--- src/shared/sea_pkg.sv ---
// Purpose: constants and types for the safety error aggregator
// Assumes: 32-bit plain register port, one clock, async active-low reset
// Notes:   error sources are level-free one-cycle event pulses
package sea_pkg;
    localparam int NUM_ERR = 16;
    localparam int ADDR_W  = 4;

    localparam logic [ADDR_W-1:0] OFS_VERSION = 4'h0;
    localparam logic [ADDR_W-1:0] OFS_PENDING = 4'h4;
    localparam logic [ADDR_W-1:0] OFS_ENABLE  = 4'h8;
    localparam logic [ADDR_W-1:0] OFS_STATUS  = 4'hC;

    localparam int VER_MAJ_LSB = 16;
    localparam int VER_MIN_LSB = 8;
    localparam int VER_IMP_LSB = 0;
    // version values are arbitrary
    localparam logic [7:0] VERSION_MAJOR          = 8'h01;
    localparam logic [7:0] VERSION_MINOR          = 8'h00;
    localparam logic [7:0] VERSION_IMPLEMENTATION = 8'h00;

    localparam logic [NUM_ERR-1:0] ENABLE_RST  = 16'h0000;
    localparam logic [NUM_ERR-1:0] PENDING_RST = 16'h0000;

    typedef struct packed {
        logic [ADDR_W-1:0] addr;
        logic [31:0]       wdata;
        logic              wr;
        logic              rd;
    } sea_req_t;

    typedef enum logic [1:0] {
        HS_RUN,
        HS_WAIT,
        HS_DONE
    } sea_hs_t;
endpackage

--- src/verilog/sea_hs.sv ---
`timescale 1ns/10ps
// Purpose: clock-stop/reset handshake answering on aggregator idle
// Assumes: request held high until acknowledged, then dropped
// Notes:   ack raised only after a cycle in which idle was high
module sea_hs (
    input  wire logic ref_clk,
    input  wire logic rstn,
    input  wire logic stop_req,
    input  wire logic idle,
    output logic      stop_ack
);
    import sea_pkg::*;
    sea_hs_t state_q;

    always_ff @(posedge ref_clk or negedge rstn) begin
        if (!rstn) begin
            state_q <= HS_RUN;
        end else begin
            case (state_q)
                HS_RUN:  if (stop_req) state_q <= HS_WAIT;
                // may stall forever while errors stay pending
                HS_WAIT: begin
                    if (!stop_req) state_q <= HS_RUN;
                    else if (idle) state_q <= HS_DONE;
                end
                HS_DONE: if (!stop_req) state_q <= HS_RUN;
                default: state_q <= HS_RUN;
            endcase
        end
    end

    assign stop_ack = (state_q == HS_DONE);

    a_ack_needs_idle: assert property (@(posedge ref_clk) disable iff (!rstn)
        $rose(stop_ack) |-> $past(idle))
        else $error("ack raised without idle");
endmodule

--- src/verilog/sea_top.sv ---
// The plain strobed port was chosen for this implementation.
`timescale 1ns/10ps
// Purpose: safety error aggregator with per-error enable and clear
// Assumes: reads return data the cycle after the read strobe
// Notes:   pending writes are write-one-to-clear; set beats clear
module sea_top (
    input  wire logic                 ref_clk,
    input  wire logic                 rstn,
    input  wire sea_pkg::sea_req_t    req,
    output logic [31:0]               rdata,
    input  wire logic [sea_pkg::NUM_ERR-1:0] err_event,
    output logic                      irq,
    output logic                      idle,
    input  wire logic                 stop_req,
    output logic                      stop_ack
);
    import sea_pkg::*;

    logic [NUM_ERR-1:0] pending_q;
    logic [NUM_ERR-1:0] enable_q;
    logic [31:0]        rdata_q;

    function automatic logic hit(input logic [ADDR_W-1:0] ofs);
        return req.addr == ofs;
    endfunction

    // pending latches even when disabled, so idle reflects all errors
    always_ff @(posedge ref_clk or negedge rstn) begin
        if (!rstn) begin
            pending_q <= PENDING_RST;
        end else begin
            pending_q <= (pending_q & ~((req.wr && hit(OFS_PENDING))
                         ? req.wdata[NUM_ERR-1:0] : '0))
                         | err_event;
        end
    end

    always_ff @(posedge ref_clk or negedge rstn) begin
        if (!rstn) begin
            enable_q <= ENABLE_RST;
        end else if (req.wr && hit(OFS_ENABLE)) begin
            enable_q <= req.wdata[NUM_ERR-1:0];
        end
    end

    always_ff @(posedge ref_clk or negedge rstn) begin
        if (!rstn) begin
            rdata_q <= '0;
        end else if (req.rd) begin
            case (req.addr)
                OFS_VERSION: rdata_q <= {8'h00,
                    VERSION_MAJOR, VERSION_MINOR,
                    VERSION_IMPLEMENTATION};
                OFS_PENDING: rdata_q <= 32'(pending_q);
                OFS_ENABLE:  rdata_q <= 32'(enable_q);
                OFS_STATUS:  rdata_q <= {30'h0, stop_ack, idle};
                default:     rdata_q <= '0;
            endcase
        end else begin
            rdata_q <= '0;
        end
    end

    assign rdata = rdata_q;
    assign irq   = |(pending_q & enable_q);
    assign idle  = ~|pending_q;

    sea_hs u_hs (
        .ref_clk  (ref_clk),
        .rstn     (rstn),
        .stop_req (stop_req),
        .idle     (idle),
        .stop_ack (stop_ack)
    );

    a_event_pends: assert property (@(posedge ref_clk) disable iff (!rstn)
        |err_event |=> |pending_q)
        else $error("event not pending");
    a_idle_masked: assert property (@(posedge ref_clk) disable iff (!rstn)
        (|pending_q && enable_q == '0) |-> !idle)
        else $error("idle with masked pending");
    a_idle_back: assert property (@(posedge ref_clk) disable iff (!rstn)
        (req.wr && hit(OFS_PENDING) && req.wdata[NUM_ERR-1:0] == '1
         && err_event == '0) |=> idle)
        else $error("idle not restored");
    a_irq_enable: assert property (@(posedge ref_clk) disable iff (!rstn)
        irq |-> |(pending_q & enable_q))
        else $error("irq without enabled pending");
    a_version_rd: assert property (@(posedge ref_clk) disable iff (!rstn)
        (req.rd && req.addr == OFS_VERSION) |=>
        rdata[VER_MAJ_LSB+:8] == VERSION_MAJOR
        && rdata[VER_MIN_LSB+:8] == VERSION_MINOR
        && rdata[VER_IMP_LSB+:8] == VERSION_IMPLEMENTATION)
        else $error("bad version read");
    // a write to the version word, then a read within four cycles
    a_version_ro: assert property (@(posedge ref_clk) disable iff (!rstn)
        (req.wr && req.addr == OFS_VERSION) ##[1:4] (req.rd
        && req.addr == OFS_VERSION) |=>
        rdata[VER_MAJ_LSB+:8] == VERSION_MAJOR
        && rdata[VER_MIN_LSB+:8] == VERSION_MINOR
        && rdata[VER_IMP_LSB+:8] == VERSION_IMPLEMENTATION)
        else $error("version writable");
    a_stall_pend: assert property (@(posedge ref_clk) disable iff (!rstn)
        (stop_req && !stop_ack && |pending_q) |=> !stop_ack)
        else $error("ack while pending");
    a_set_wins: assert property (@(posedge ref_clk) disable iff (!rstn)
        (err_event[0] && req.wr && hit(OFS_PENDING) && req.wdata[0])
        |=> pending_q[0])
        else $error("clear beat set");

    // read data stands only in the cycle after the read strobe
    a_rdata_quiet: assert property (@(posedge ref_clk) disable iff (!rstn)
        !req.rd |=> rdata == '0)
        else $error("read data outside read");
    a_irq_raised: assert property (@(posedge ref_clk) disable iff (!rstn)
        |(pending_q & enable_q) |-> irq)
        else $error("enabled pending without irq");
    a_idle_clear: assert property (@(posedge ref_clk) disable iff (!rstn)
        (pending_q == '0) |-> idle)
        else $error("idle low with nothing pending");
    // a pending bit only leaves through a software clear
    a_pend_hold: assert property (@(posedge ref_clk) disable iff (!rstn)
        !(req.wr && hit(OFS_PENDING)) |=>
        (pending_q & $past(pending_q)) == $past(pending_q))
        else $error("pending lost without clear");
    a_enable_hold: assert property (@(posedge ref_clk) disable iff (!rstn)
        !(req.wr && hit(OFS_ENABLE)) |=> $stable(enable_q))
        else $error("enable changed without write");
    a_status_rd: assert property (@(posedge ref_clk) disable iff (!rstn)
        (req.rd && req.addr == OFS_STATUS) |=>
        rdata[0] == $past(idle))
        else $error("bad status read");
endmodule

--- config.mk ---
export PLATFORM = sky130hd
export DESIGN_NAME = sea_top
export DESIGN_NICKNAME = d
export VERILOG_FILES = /design/src/shared/sea_pkg.sv /design/src/verilog/sea_hs.sv /design/src/verilog/sea_top.sv
export SDC_FILE = /design/constraint.sdc
export NUM_CORES = 1
export LEC_CHECK = 0
export BUFFER_PORTS_ARGS = -buffer_cell sky130_fd_sc_hd__buf_2
export CAP_MARGIN = 20
export CORE_MARGIN = 2
export CORE_UTILIZATION = 40
export DETAILED_ROUTE_END_ITERATION = 12
export GPL_ROUTABILITY_DRIVEN = 1
export PLACE_DENSITY = 0.68
export SKIP_CTS_REPAIR_TIMING = 1
export SLEW_MARGIN = 5
export SYNTH_ARGS = -nofsm -noshare
export SYNTH_HDL_FRONTEND = slang
export SYNTH_HIERARCHICAL = 1
export SYNTH_SLANG_ARGS = --single-unit
--- constraint.sdc ---
create_clock -name ref_clk -period 1.33 [get_ports ref_clk]
set_clock_uncertainty 0.05 [all_clocks]
set_input_delay 0.0665 -clock ref_clk [delete_from_list [all_inputs] [get_ports ref_clk]]
set_output_delay 0.0665 -clock ref_clk [all_outputs]
set_load 0.02 [all_outputs]
==> metrics.md, run 1 <==
| Metric | Value |
|---|---|
| Row count | 27 |
| First-pass GRT wire length | 7.95 mm |
| Fin. Hold Viols | 0 |
| Post-synth cell types | 27 |
| Crit. End Element | primary output |
| Gate Count Post-Synth | 184 |
| Max-slew violation count | 0 |
| Vias in the first global route | 1601 |
| Status | complete, but fails checks |
| Most instantiated library cell after synthesis | dfrtp_1 |
| H-tree depth | 2 |
| Final setup fails | 2 |
| First-pass DRT Iterations | 4 |
| Max cap viols | 0 |
| Seq cells post-synth | 51 |
| Share of post-route cells with drive strength above 1 | 37.0% |
| Design Power | 3.23 mW |
| Number of nets in the layout | 359 |
| Placed Area | 2740 um^2 |
| Max Freq | 0.599 GHz |
| Most frequent cells after synthesis | 51 x dfrtp_1, 16 x a21o_1, 16 x nand3_1 |
| Setup repair after global routing missed its margin | yes |
| Synthesized area | 2220 um^2 |
| CTS tree | built |
| Antenna-violating nets left | 0 |
| Most used DFF post-synth | dfrtp_1 |
| Root buffer selected by CTS | clkbuf_8 |
| Vias per Instance | 4.96 |
| Initial DRC count | 94 |
| Ratio of final minimum period to clock period | 126% |
| Register area share after synthesis | 57.4% |
| Remaining DRCs | 0 |
| Initial Utilization | 40.9% |
| Asr flop ratio synth | 100% |
| Antenna cells | 0 |
| Clock Tree Buf Depth | 2 |
| Largest net degree at the start of global routing | 52 |
| Clk slew on worst S/H paths | 90 ps |
| Routed WL per cell | 14.2 um |
| Grt ovf | 0 |
| Worst-path fanout max | 4 |
| Core Box Area | 5440 um^2 |
| Tmin final | 1670 ps |
| Number of top-level pins | 92 |
| Ranking of synthesized cells by area | dfrtp_1 57%, a21o_1 5.4%, a22oi_1 5.1% |
| Top cell type's share of synthesized area | 57.4% |
| Skew-Pair Late Insertion Delay | 310 ps |
| Crit path launch type | flip-flop |
| GPL Wtd Cong | 0.797 |
| Hold WS | 5.59 ps |
| Initial antenna violation count | 0 |
| PortBufs | 60 |
| Total track usage | 17.0% |
| Yosys warns | 6 |
| Power density cells | 996 nW/um^2 |
| Critical path required time | 1210 ps |
| Multi-input logic area | 898 um^2 |
| Clock sink count | 51 |
| Max VDD drop | 0.000498 V |
| Post-Place Cells | 330 |
| Leading area contributor after synthesis | dfrtp_1 |
| Final HPWL DP | 3.55 mm |
| Register area | 1280 um^2 |
| Synth-to-layout area growth | 45.8% |
| HP Class | in -> reg |
| Post-Route WL | 5.34 mm |
| Final WS setup | -340 ps |
| Chip width | 78.6 um |
| DR vias | 1861 |
| Finished Layout Cells | 375 |
| CTS buffer count | 5 |
| Design area | 3240 um^2 |
| Leakage power | 1.44 nW |
| Setup CP Type | reg -> out |
| Die Footprint | 6170 um^2 |
| Failing checks | negative setup slack |
| Crit path DAT | 1550 ps |
| Die Ht | 78.6 um |
| EDFF count, synth | 0 |
| Fill cell count | 472 |
| Syn avg cell area | 12.1 um^2 |
## worst max-delay path, stage by stage, from the launching register on
cell and delay [ps]:
dfrtp_1 430, a22o_1 250, a221oi_2 220, nand4_1 160
buf_4 190
## cell type report
cell class | count | area share (%)
flip-flops and latches | 51 | 39.4
multi-input cells | 123 | 27.7
repair buffers | 120 | 27.3
well taps | 72 | 2.78
clock buffers | 5 | 2.12
clock inverters | 3 | 0.618
inverters | 1 | 0.116
## placed cells by master (no fill, tap or decap), types with 4 or more instances in the layout
cell	n
nand3_1	16
mux2_2	7
dfrtp_1	51
a22o_1	4
buf_4	23
buf_2	58
a221oi_2	4
clkbuf_8	5
a21o_1	16
a22oi_1	15
mux2_1	10
conb_1	15
nor2_1	15
dlygate4sd3_1	36
## final timing paths
check / to / start / slack, ps / cells after the start
min in group asynchronous: rdata[3]$_DFF_PN0_ / rstn / 210 / 3
min reg2reg: u_hs/state_q[0]$_DFFE_PN0P_ / u_hs/state_q[0]$_DFFE_PN0P_ / 470 / 1
max in group asynchronous: enable_q[6]$_DFFE_PN0P_ / rstn / 770 / 3
max: irq / pending_q[14]$_DFF_PN0_ / -340 / 4
max reg2reg: u_hs/state_q[1]$_DFFE_PN0P_ / pending_q[9]$_DFF_PN0_ / 40 / 5
min: rdata[1]$_DFF_PN0_ / req[36] / 6 / 3
## layer usage
layer	wire length (um)	GRT usage, %	vias to the layer above	part of all wire [%]
met5	0	0	-	0
met4	143	8.42	0	2.7
met3	277	4.25	13	5.2
met2	2650	26.7	63	50
met1	2270	21.8	903	43
li1	-	-	882	-
## per-stage QoR
stage	worst slack (ps)	TNS (ps)	util, %
2_1_floorplan	25.2	0	-
3_3_place_gp	-27.6	-27.6	50.3
3_5_place_dp	-39.3	-44.7	50.3
4_1_cts	-387	-750	51.9
5_1_grt	-431	-884	59.6
6_report	-340	-581	59.6
## cells by family after synthesis
logic type | count (synthesis) | synth area share (%)
DFF | 51 | 57.4
and+or+nand+nor | 48 | 11.9
AOI/OAI and AO/OA | 43 | 15.0
buffers and inverters | 24 | 6.92
muxes | 17 | 8.61
other | 1 | 0.169
## report_power, final
group          switching [mW]  leakage, nW  internal, mW
Clock                   0.521       0.0402         0.367
Sequential              0.108        0.600          1.68
Combinational           0.247        0.802         0.311
Total                   0.876         1.44          2.35
## state kept, by name, indices dropped and copies added (netlist names)
register and flops:
u_hs/state_q 2, rdata 17, enable_q 16, pending_q 16
No activity file was read; power rests on OpenSTA's default activity.
==> run 2: changes to the inputs <==
- PLACE_DENSITY: 0.68 -> 0.77
==> run 2 against run 1 <==
Against the previous run:
- worst hold slack got worse by 3.4 ps
- count of clock-buffer cells in the layout rose by 1
- largest power group unchanged
- total power rose by 7.1%
- combinational power rose by 3%
- highest routed layer unchanged
- cell count fell by 0.27%
- wire length rose by 1.6%
- the flow still finishes with violations (negative setup slack)
- register-to-register slack got worse by 110 ps
- design area rose by 0.58%
- critical path type unchanged
- clock power rose by 25%
==> metrics.md, run 2 (synthesized netlist as in run 1, its figures left out) <==
| Metric | Value |
|---|---|
| Remaining DRCs | 0 (unchanged) |
| Crit-path cells | a22o_1 -> a221oi_2 -> nand4_1 -> buf_2 |
| PortBufs | 60 (unchanged) |
| Worst reg2reg startpoint | pending_q[2]$_DFF_PN0_ |
| Finished Layout Cells | 374 (-0.27%) |
| Skew-Pair Late Insertion Delay | 300 ps (about the same) |
| Failing checks | negative setup slack |
| Slowest stage delay, CP | 430 ps (about the same) |
| Die Footprint | 6170 um^2 (unchanged) |
| Grt ovf | 0 (unchanged) |
| Crit path DAT | 1520 ps (-30 ps) |
| Status | complete, but fails checks |
| CTS tree | built |
| Placed Area | 2710 um^2 (-0.82%) |
| FF-to-FF setup slack | -70 ps (-110 ps) |
| Max Freq | 0.611 GHz (+2.0%) |
| Clock sink count | 51 (unchanged) |
| H-tree depth | 2 (unchanged) |
| Antenna-violating nets left | 0 (unchanged) |
| Final setup fails | 3 (+1) |
| Post-Place Cells | 327 (-0.91%) |
| Chip width | 78.6 um (unchanged) |
| DR vias | 1874 (+0.70%) |
| Number of nets in the layout | 358 (-0.28%) |
| Crit path launch | pending_q[14]$_DFF_PN0_ |
| Crit path launch type | flip-flop |
| Core Box Area | 5440 um^2 (unchanged) |
| Buffers & Inverters on Critical Path | 1 (unchanged) |
| Worst R2R Path Depth | 5 (unchanged) |
| Initial antenna violation count | 0 (unchanged) |
| Antenna cells | 0 (unchanged) |
| Share of post-route cells with drive strength above 1 | 36.8% (-0.21 points) |
| Top Family by Delay on Critical Path | compound AO/OA/AOI/OAI gates |
| Max VDD drop | 0.000668 V (+34%) |
| Max cap viols | 0 (unchanged) |
| Number of top-level pins | 92 (unchanged) |
| Slowest cell on crit path | dfrtp_1 |
| Clock Tree Buf Depth | 2 (unchanged) |
| Hold WS | 2.23 ps (-3.36 ps) |
| Instance count on the critical path | 4 (unchanged) |
| Critical R2R Capture | u_hs/state_q[1]$_DFFE_PN0P_ |
| Setup repair after global routing missed its margin | yes |
| Fin util | 59.9% (+0.35 points) |
| Setup CP Type | reg -> out |
| Vias in the first global route | 1648 (+2.9%) |
| Ratio of final minimum period to clock period | 123% (-2.5 points) |
| Design area | 3260 um^2 (+0.58%) |
| Design Power | 3.46 mW (+7.1%) |
| Total negative slack | -669 ps (-87.9 ps) |
| Synth-to-layout area growth | 46.6% |
| Max-slew violation count | 0 (unchanged) |
| Final WS setup | -307 ps (+32.7 ps) |
| Commonest non-fill, non-tap cells in the layout | 59 x buf_2, 51 x dfrtp_1, 36 x dlygate4sd3_1 |
| CTS buffer count | 5 (unchanged) |
| Row count | 27 (unchanged) |
| Clk slew on worst S/H paths | 90 ps (about the same) |
| First-pass GRT wire length | 8.18 mm (+2.9%) |
| Final HPWL DP | 3.57 mm (+0.39%) |
| Largest net degree at the start of global routing | 52 (unchanged) |
| Leakage power | 1.46 nW (+1.1%) |
| Root buffer selected by CTS | clkbuf_8 |
| Post-Route WL | 5.42 mm (+1.6%) |
| Tmin final | 1640 ps (-32.7 ps) |
| Placement Setup Slack | -63.8 ps (-24.5 ps) |
| Initial DRC count | 135 (+44%) |
| Fin. Hold Viols | 0 (unchanged) |
| Critical path required time | 1210 ps (about the same) |
| Routed WL per cell | 14.5 um (+1.9%) |
| Power density cells | 1060 nW/um^2 (+6.5%) |
| Die Ht | 78.6 um (unchanged) |
| Vias per Instance | 5.01 (+0.97%) |
| Initial Utilization | 40.9% (unchanged) |
| HP Class | in -> reg |
| GPL Wtd Cong | 0.846 (+6.2%) |
| Total track usage | 17.3% (+0.33 points) |
| Max reg flops | 17 (unchanged) |
| Commonest non-fill, non-tap cell in the layout | buf_2 |
| First-pass DRT Iterations | 4 (unchanged) |
| Critical path destination | irq |
| Crit. End Element | primary output |
| Worst-path fanout max | 4 (unchanged) |
[run 2: cell count changes in the layout (fill, tap and decap cells not counted), sizes merged]
cell,delta
clkbuf,+1
buf,-1
clkinvlp,-2
bufinv,+1
[run 2: final cells by class]
type / instances / area, um^2
fillers: 445 / 2180
repair buffers: 119 / 873
clock inverters: 2 / 35.0
inverters: 1 / 3.75
flip-flops and latches: 51 / 1280
well taps: 72 / 90.1
clock buffers: 6 / 82.6
multi-input cells: 123 / 898
[run 2: routing by layer]
layer / vias up / share of wire (%) / GRT usage (%)
met4: 0 / 2.2 / 8.77
met1: 898 / 42 / 23.0
li1: 874 / - / -
met5: - / 0 / 0
met2: 91 / 49 / 26.8
met3: 11 / 6.6 / 3.56
[run 2: how the worst min path moves through the flow]
stage,start,end,slack (ps),cells after the start
after floorplan,rstn,enable_q[0]$_DFFE_PN0P_,-280,0
after global placement,rstn,rdata[3]$_DFF_PN0_,20,2
after detailed placement,rstn,rdata[3]$_DFF_PN0_,20,2
after CTS,rstn,pending_q[14]$_DFF_PN0_,-320,2
after global routing,req[36],rdata[1]$_DFF_PN0_,40,3
final,req[36],rdata[1]$_DFF_PN0_,2,3
[run 2: power breakdown]
group          leakage (nW)  internal, mW  switching, mW
Sequential            0.600          1.67          0.104
Combinational         0.797         0.322          0.250
Clock                0.0612         0.609          0.498
[run 2: worst reg2reg max path, stage by stage, from the launching register on]
cell       delay, ps
dfrtp_1          420
nor4_2           310
nand4_1          210
inv_2            110
nand2_1           80
o2bb2ai_2        150
